<file path="src/rtl/asids_map.svh">
// constants of the adapter setup id sequencer
`ifndef ASIDS_MAP_SVH
`define ASIDS_MAP_SVH
// ----------------------------------------
// option register selects on address bits 2..0
// ----------------------------------------
`define ASIDS_SEL_ID_LO 3'h0
`define ASIDS_SEL_ID_HI 3'h1
`define ASIDS_SEL_ENABLE 3'h2
`define ASIDS_ENABLE_BIT 0
`define ASIDS_RST_DATA 8'h00
`define ASIDS_RST_EN 1'b0
`define ASIDS_RST_SYNC 9'h000
`endif

</file>
<file path="src/rtl/asids_pkg.sv">
// types of the adapter setup id sequencer
package asids_pkg;
    typedef enum logic [2:0]
    {
        ASIDS_IDLE = 3'b000,
        ASIDS_ARM_LO = 3'b001,
        ASIDS_SEND_LO = 3'b010,
        ASIDS_ARM_HI = 3'b011,
        ASIDS_SEND_HI = 3'b100,
        ASIDS_REST = 3'b101
    } asids_state_t;
endpackage

</file>
<file path="src/rtl/asids_seq.sv">
// adapter setup id sequencer: id reads and enable bit during setup
`timescale 1ns/10ps
`default_nettype none
`include "asids_map.svh"

// Behaviour
// RL1 - all registers clear to zero at reset
// RL2 - idle waits for setup select active
// RL3 - setup select loads id low, wait read0
// RL4 - read of register 0 drives low id
// RL5 - read0 released, load id high byte
// RL6 - read of register 1 drives, enters S4
// RL7 - rest state during enable writes
// RL8 - enable bit from data line 0, separate
// RL9 - eight bit data, one enable, three state
// RL10 - register all bus control inputs first
// RL11 - accesses qualified by external decode input
// RL12 - address bits 2..0 pick option register
// RL13 - host reads ids, then writes 0, 1
// RL14 - host ends setup; one card only
// RL15 - setup inactive returns idle, enable kept
// RL16 - data outputs enabled only on id reads
module asids_seq #(
    parameter logic [7:0] ID_LO = 8'h5A, // arbitrary id low byte
    parameter logic [7:0] ID_HI = 8'h3C  // arbitrary id high byte
) (
    input wire logic mclk_i,                        // 100 MHz clock
    input wire logic rst_n_i,                       // async reset, low
    input wire logic card_setup_select_n_i,         // setup select, low
    input wire logic cmd_n_i,                       // bus command strobe, low
    input wire logic mem_io_i,                      // high memory, low io
    input wire logic bus_status_bit0_n_i,           // status 0, low = write
    input wire logic bus_status_bit1_n_i,           // status 1, low = read
    input wire logic [2:0] low_address_bits_i,      // address bits 2..0
    input wire logic decode_i,                      // upper address match
    input wire logic [7:0] data_lines_i,            // data bus in
    output logic [7:0] data_lines_o,                // data bus out
    output logic data_lines_oe_n_o,                 // low while driving
    output logic adapter_enable_out_o,              // adapter enabled
    output var asids_pkg::asids_state_t state_o     // sequencer state
);
    import asids_pkg::*;

    // ----------------------------------------
    // input capture
    // ----------------------------------------
    // pin inputs pass two flops; bus glitches must not reach the fsm
    logic [8:0] meta_q;
    logic [8:0] sync_q;
    logic [7:0] din_meta_q;
    logic [7:0] din_q;
    always_ff @(posedge mclk_i or negedge rst_n_i)
    begin
        if (!rst_n_i)
        begin
            meta_q <= `ASIDS_RST_SYNC;
            sync_q <= `ASIDS_RST_SYNC;
            din_meta_q <= `ASIDS_RST_DATA;
            din_q <= `ASIDS_RST_DATA;
        end
        else
        begin
            meta_q <= {~card_setup_select_n_i, ~cmd_n_i, mem_io_i, ~bus_status_bit0_n_i,
                       ~bus_status_bit1_n_i, low_address_bits_i, decode_i}; // see RL10
            sync_q <= meta_q;
            din_meta_q <= data_lines_i;
            din_q <= din_meta_q;
        end
    end

    logic setup_act;
    logic cmd_act;
    logic is_mem;
    logic wr_act;
    logic rd_act;
    logic [2:0] addr;
    logic dec;
    assign setup_act = sync_q[8];
    assign cmd_act = sync_q[7];
    assign is_mem = sync_q[6];
    assign wr_act = sync_q[5];
    assign rd_act = sync_q[4];
    assign addr = sync_q[3:1];
    assign dec = sync_q[0];

    // qualified io accesses to the option registers
    logic io_ok;
    logic rd0;
    logic rd1;
    logic wr2;
    assign io_ok = setup_act && cmd_act && !is_mem && dec; // see RL11
    assign rd0 = io_ok && rd_act && (addr == `ASIDS_SEL_ID_LO); // see RL12
    assign rd1 = io_ok && rd_act && (addr == `ASIDS_SEL_ID_HI); // see RL12
    assign wr2 = io_ok && wr_act && (addr == `ASIDS_SEL_ENABLE); // see RL12

    // ----------------------------------------
    // setup sequencer
    // ----------------------------------------
    asids_state_t state_q;
    asids_state_t state_d;
    always_comb
    begin
        state_d = state_q;
        unique case (state_q)
            ASIDS_IDLE: if (setup_act) state_d = ASIDS_ARM_LO; // see RL2
            ASIDS_ARM_LO: if (rd0) state_d = ASIDS_SEND_LO; // see RL3
            ASIDS_SEND_LO: if (!rd0) state_d = ASIDS_ARM_HI; // see RL4
            ASIDS_ARM_HI: if (rd1) state_d = ASIDS_SEND_HI; // see RL5
            ASIDS_SEND_HI: if (!rd1) state_d = ASIDS_REST; // see RL6
            ASIDS_REST: state_d = ASIDS_REST; // see RL7
            default: state_d = ASIDS_IDLE;
        endcase
        if (!setup_act)
        begin
            state_d = ASIDS_IDLE; // see RL15
        end
    end

    // three bit state register
    always_ff @(posedge mclk_i or negedge rst_n_i)
    begin
        if (!rst_n_i)
        begin
            state_q <= ASIDS_IDLE; // see RL1
        end
        else
        begin
            state_q <= state_d; // see RL9
        end
    end
    assign state_o = state_q;

    // ----------------------------------------
    // id output register
    // ----------------------------------------
    // loaded on entry to each arm state, then held through the read
    logic [7:0] id_q;
    always_ff @(posedge mclk_i or negedge rst_n_i)
    begin
        if (!rst_n_i)
        begin
            id_q <= `ASIDS_RST_DATA; // see RL1
        end
        else if (state_d == ASIDS_ARM_LO)
        begin
            id_q <= ID_LO; // see RL3
        end
        else if (state_d == ASIDS_ARM_HI)
        begin
            id_q <= ID_HI; // see RL5
        end
    end
    assign data_lines_o = id_q;

    // drive only while a qualified id read is in its state
    assign data_lines_oe_n_o = !(((state_q == ASIDS_SEND_LO) && rd0) ||
                                 ((state_q == ASIDS_SEND_HI) && rd1)); // see RL16 see RL4 see RL6

    // ----------------------------------------
    // adapter enable bit
    // ----------------------------------------
    // separate from id_q although it shares data line 0
    logic enable_q;
    always_ff @(posedge mclk_i or negedge rst_n_i)
    begin
        if (!rst_n_i)
        begin
            enable_q <= `ASIDS_RST_EN; // see RL1
        end
        else if (wr2 && (state_q == ASIDS_REST))
        begin
            enable_q <= din_q[`ASIDS_ENABLE_BIT]; // see RL8
        end
    end
    assign adapter_enable_out_o = enable_q;
endmodule // asids_seq
`default_nettype wire

</file>
<file path="config.mk">
export PLATFORM = sky130hd
export DESIGN_NAME = asids_seq
export DESIGN_NICKNAME = d
export VERILOG_FILES = /design/src/rtl/asids_pkg.sv /design/src/rtl/asids_seq.sv
export VERILOG_INCLUDE_DIRS = /design/src /design/src/rtl
export SDC_FILE = /design/constraint.sdc
export NUM_CORES = 1
export LEC_CHECK = 0
export BUFFER_PORTS_ARGS = -buffer_cell sky130_fd_sc_hd__buf_2
export CAP_MARGIN = 40
export CORE_ASPECT_RATIO = 1.25
export CORE_UTILIZATION = 40
export DETAILED_ROUTE_END_ITERATION = 8
export PLACE_DENSITY = 0.67
export SLEW_MARGIN = 40
export SYNTH_ARGS = -nofsm -noshare
export SYNTH_HDL_FRONTEND = slang
export SYNTH_SLANG_ARGS = --single-unit
</file>
<file path="constraint.sdc">
create_clock -name mclk_i -period 1.4 [get_ports mclk_i]
set_input_delay 0.28 -clock mclk_i [delete_from_list [all_inputs] [get_ports mclk_i]]
set_output_delay 0.28 -clock mclk_i [all_outputs]
set_load 0.01 [all_outputs]
</file>
[Word level (Yosys, flattened, before mapping)]
Index checks and enable logic that the tools add are counted.
Storage, ports and cells
  logic and storage cells: 45
  register bits: 32
  bits in latches: 0
  memories: 0
  RAM bits: 0
  input port bits: 19
  output and inout port bits: 13
  memory bits (read-only): 0
Operators by class
  add/sub/neg operators: 0
  equality and inequality tests: 9
  reduce and logical (&&, ||, !) cells: 17
  divide/modulo/power cells: 0
  mux-type cells: 8
  $mul: 0
  shift-type cells: 0
  bitwise logic cells: 4
  order comparisons: 0
Operators with widths (count)
  $pmux W3 S6: 1
  $mux W8: 2
  $mux W3: 5
  $eq A3 B2 Y1 const B: 4
  $logic_and A1 B1 Y1: 11
  $eq A3 B1 Y1 const B: 3
  $eq A3 B3 Y1 const B: 2
  $logic_not A3 Y1: 2
  $not A1 Y1: 4
  $logic_not A1 Y1: 2
  $reduce_bool A2 Y1: 1
  $logic_or A1 B1 Y1: 1

[Longest topological paths before layout]
  depth in word-level cells: 11
  mapped depth: 4
  mapped depth without buffers: 3

[Least setup slack after synthesis]
OpenSTA, ideal clock, no wires.
  path type: reg-to-reg
  start point: register sync_q[3]
  end point: register enable_q, in the netlist adapter_enable_out_o
  library setup time: 0.128 ns
  setup slack: 0.085 ns
  buffers on the path: 0
  required time: 1.272 ns
  clock period less this slack: 1.315 ns
  arrival: 1.187 ns
  stages on the path, launching flop included: 4
  cell sequence: dfrtp_1 or2_4 nor4_4 mux2_1
Between the ends
  cells in the longest elaborated chain, start to end: 3
Ends and longest elaborated chain
  from (decl): RTL line asids_seq.sv:49  | logic [8:0] sync_q;
  from (signal assigned): RTL line asids_seq.sv:57  | sync_q <= `ASIDS_RST_SYNC;
  from (signal assigned): RTL line asids_seq.sv:65  | sync_q <= meta_q;
  $eq A3 B2 Y1 (no source line)
  $logic_and A1 B1 Y1: RTL line asids_seq.sv:94  | assign wr2 = io_ok && wr_act && (addr == `ASIDS_SEL_ENABLE);
  $logic_and A1 B1 Y1: RTL line asids_seq.sv:170  | else if (wr2 && (state_q == ASIDS_REST))
  to (signal assigned): RTL line asids_seq.sv:168  | enable_q <= `ASIDS_RST_EN;
  to (signal assigned): RTL line asids_seq.sv:172  | enable_q <= din_q[`ASIDS_ENABLE_BIT];
  to (decl): RTL line asids_seq.sv:163  | logic enable_q;
Every way passes these cells.
A chain may end at the register's enable or synchronous reset.

[Worst setup path after layout]
  start point: register sync_q[2]
  end point: output port data_lines_oe_n_o
Between the ends
  cells in the longest elaborated chain, start to end: 5
  elaborated cells on any way between the ends: 8
  those cells by class: 1 x eq/ne; 7 x reduce/logical
Ends and longest elaborated chain
  $eq A3 B1 Y1 (no source line) / $logic_not A3 Y1 (equally long branches)
  $logic_and A1 B1 Y1 (on tied branches): RTL line asids_seq.sv:93, asids_seq.sv:92
  $logic_and A1 B1 Y1 (on tied branches): RTL line asids_seq.sv:157, asids_seq.sv:156
  $logic_or A1 B1 Y1 (*): RTL line asids_seq.sv:156  | assign data_lines_oe_n_o = !(((state_q == ASIDS_SEND_LO) && rd0) ||
  $logic_not A1 Y1 (*): RTL line asids_seq.sv:156
  to (decl): RTL line asids_seq.sv:38  | output logic data_lines_oe_n_o,
Every way passes the cells marked *; elsewhere a longest branch is shown, timed or not.

==> results.sh <==
export IMPL_routed_wl_mm=1.73
export IMPL_via_per_inst=4.85
export IMPL_io_pins=32
export IMPL_maxSlewViolCount=0
export IMPL_max_freq_mhz=613
export IMPL_drt_iter0_drc=12
export IMPL_path_cells="and4b_4, and2_4, nand3_2, buf_6"
export IMPL_finalCriticalPeriod_ns=1.63
export IMPL_worstMarginPinSlew_ns=0.568
export IMPL_fin_worst_hold_slack_ns=0.0608
export IMPL_initial_core_util_pct=43.3
export IMPL_drv_cap=0
export IMPL_outcome="finished with violations"
export IMPL_die_w_um=48.3
export IMPL_antenna_found_initial=0
export IMPL_ys_top_cells_by_count="27 x dfrtp_1, 8 x inv_1, 5 x buf_4"
export IMPL_dr_pass1_iters=4
export IMPL_leakage_nw=0.644
export IMPL_gp_congestion=0.854
export IMPL_required_ns=1.12
export IMPL_grt_pass1_vias=713
export IMPL_rows=20
export IMPL_antenna_cells=0
export IMPL_antenna_left=0
export IMPL_ys_types=32
export IMPL_power_mw=1.23
export IMPL_die_area_um2=2900
export IMPL_cts_tree="done"
export IMPL_track_usage_pct=14.2
export IMPL_yosys_area_top_type_share_pct=62.9
export IMPL_dpl_hpwl_mm=1.26
export IMPL_cts_root_buf="clkbuf_4"
export IMPL_synth_area_per_cell_um2=12.5
export IMPL_clock_path_buffers=2
export IMPL_drive_gt1_share_pct=41.4
export IMPL_violations="negative setup slack"
export IMPL_drc=0
export IMPL_path_buf_inv=1
export IMPL_grt_first_pass_wirelength_mm=3.04
export IMPL_cp_end_kind="output port"
export IMPL_synth_warnings=0
export IMPL_crit_family="simple AND/OR/NAND/NOR gates"
export IMPL_cellPowerDensity_nw_per_um2=939
export IMPL_netlist_area_um2=1070
export IMPL_final_net_count=136
export IMPL_crit_path_max_incr_delay_ns=0.39
export IMPL_start_kind="flop"
export IMPL_routedWlPerCell_um=11.6
export IMPL_grt_max_degree=28
export IMPL_num_vias=723
export IMPL_yosys_cell_count_top_type="dfrtp_1"
export IMPL_synthCells=86
export IMPL_core_area_um2=2480
export IMPL_clk_latency_ns=0.31
export IMPL_finalClockSkew_ns=0.00115
export IMPL_io_buffers=22
export IMPL_hold_class="input port to flop"
export IMPL_crit_path_top_delay_cell="dfrtp_1"
export IMPL_synth_largest_area_cell="dfrtp_1"
export IMPL_areaGrowthSynthToFinish_pct=22.0
export IMPL_critical_path_class="flop to output port"
export IMPL_gr_total_overflow=0
export IMPL_cts_buffers=3
export IMPL_rsz0062_at_grt="yes"
export IMPL_synthTopCellsByArea="dfrtp_1 63%, buf_4 3.5%, inv_1 2.8%"
export IMPL_seq_area_frac_synth_pct=62.9
export IMPL_cp_max_fo=2
export IMPL_ir_drop_mv=0.736
export IMPL_die_y_um=59.9
export IMPL_synth_seq_cells=27
export IMPL_worst_slack_ns=-0.231
export IMPL_async_flop_share_pct=100
export IMPL_h_tree_depth=1
export IMPL_cts_sinks=27
export IMPL_setup_viol=1
export IMPL_clk_pin_slew_ns=0.14
export IMPL_crit_arrival_ns=1.35
export IMPL_relSlewSlack_pct=62.1
export IMPL_ys_flop_type="dfrtp_1"
export IMPL_synth_edf_count=0
export IMPL_finalCritPeriodShare_pct=117
export IMPL_finalHoldViolations=0
-- stage by stage --
stage	cell area, um2	setup WS (ns)	instances	utilization, %	setup TNS, ns
after floorplan	1080	0.0852	87	-	0
after global routing	1310	-0.296	149	52.9	-0.343
final	1310	-0.231	149	52.9	-0.231
after detailed placement	1220	0.0373	140	49.1	0
after global placement	1220	0.0473	140	49.1	0
after CTS	1290	-0.249	147	52.2	-0.249
-- report_power, final --
part / switching (mW) / internal [mW] / total (mW)
combinational: 0.0440 / 0.0409 / 0.0849
clock: 0.214 / 0.107 / 0.321
sequential: 0.0145 / 0.810 / 0.825
-- layout make-up --
type / count / area [um2]
sequential: 27 / 678
timing repair buffer: 34 / 209
clock buffer: 3 / 22.5
multi-input combinational: 43 / 324
fill: 238 / 1170
inverter: 8 / 30.0
tap: 33 / 41.3
clock inverter: 1 / 5.00
-- layer usage --
metal / GRT usage, % / vias to the layer above / wire length [um]
li1: - / 341 / -
met1: 15.4 / 354 / 671
met2: 26.2 / 24 / 953
met3: 2.29 / 4 / 68
met4: 8.82 / 0 / 36
met5: 0 / - / 0
-- state kept, by name, indices dropped and copies added (netlist names) --
register / flops
adapter_enable_out_o: 1
meta_q: 9
din_meta_q: 1
sync_q: 9
data_lines_o: 3
state_o: 3
din_q: 1
-- worst paths after layout --
check | start | endpoint | slack (ns) | cells after the start
max | sync_q[2]$_DFF_PN0_ | data_lines_oe_n_o | -0.23 | 4
min | data_lines_i[0] | din_meta_q[0]$_DFF_PN0_ | 0.06 | 1
max reg2reg | sync_q[6]$_DFF_PN0_ | adapter_enable_out_o$_DFFE_PN0P_ | 0.02 | 3
min reg2reg | meta_q[2]$_DFF_PN0_ | sync_q[2]$_DFF_PN0_ | 0.37 | 0
max in group asynchronous | rst_n_i | state_o[1]$_DFF_PN0_ | 0.53 | 2
min in group asynchronous | rst_n_i | state_o[2]$_DFF_PN0_ | 0.47 | 2
-- cell usage in the layout, fill, tap and decap left out, drive strengths merged, types with 2 or more instances in the layout --
cell | Yosys | layout
nand2b | 2 | 2
a31oi | 3 | 3
o22ai | 2 | 2
o21ai | 2 | 2
inv | 8 | 8
a211o | 2 | 2
nor3b | 4 | 4
conb | 1 | 2
nand2 | 4 | 4
buf | 9 | 33
dfrtp | 27 | 27
clkbuf | 0 | 3
nand3 | 4 | 4
nand3b | 2 | 2
nor2 | 2 | 2
-- cell families (layout without fill, tap and decap cells) --
kind of cell / after synthesis / count (layout) / share of synthesized area [%]
other: 1 / 2 / 0.349
AOI/OAI and AO/OA: 13 / 13 / 8.04
DFF: 27 / 27 / 62.9
xor gates and xnor gates: 1 / 1 / 0.816
muxes: 2 / 2 / 1.98
buffers and inverters: 17 / 46 / 8.74
and+or+nand+nor: 25 / 25 / 17.1
-- timing repair --
action / in CTS / in global routing
hold buffers: 1 / 0
buffers inserted: 2 / 2
gates resized for setup: 5 / 2
endpoints found under the setup margin: 1 / 4
pin swaps: 1 / 1
hold endpoints to repair: 27 / 0
Note: power is estimated with default switching activity, not from simulation.
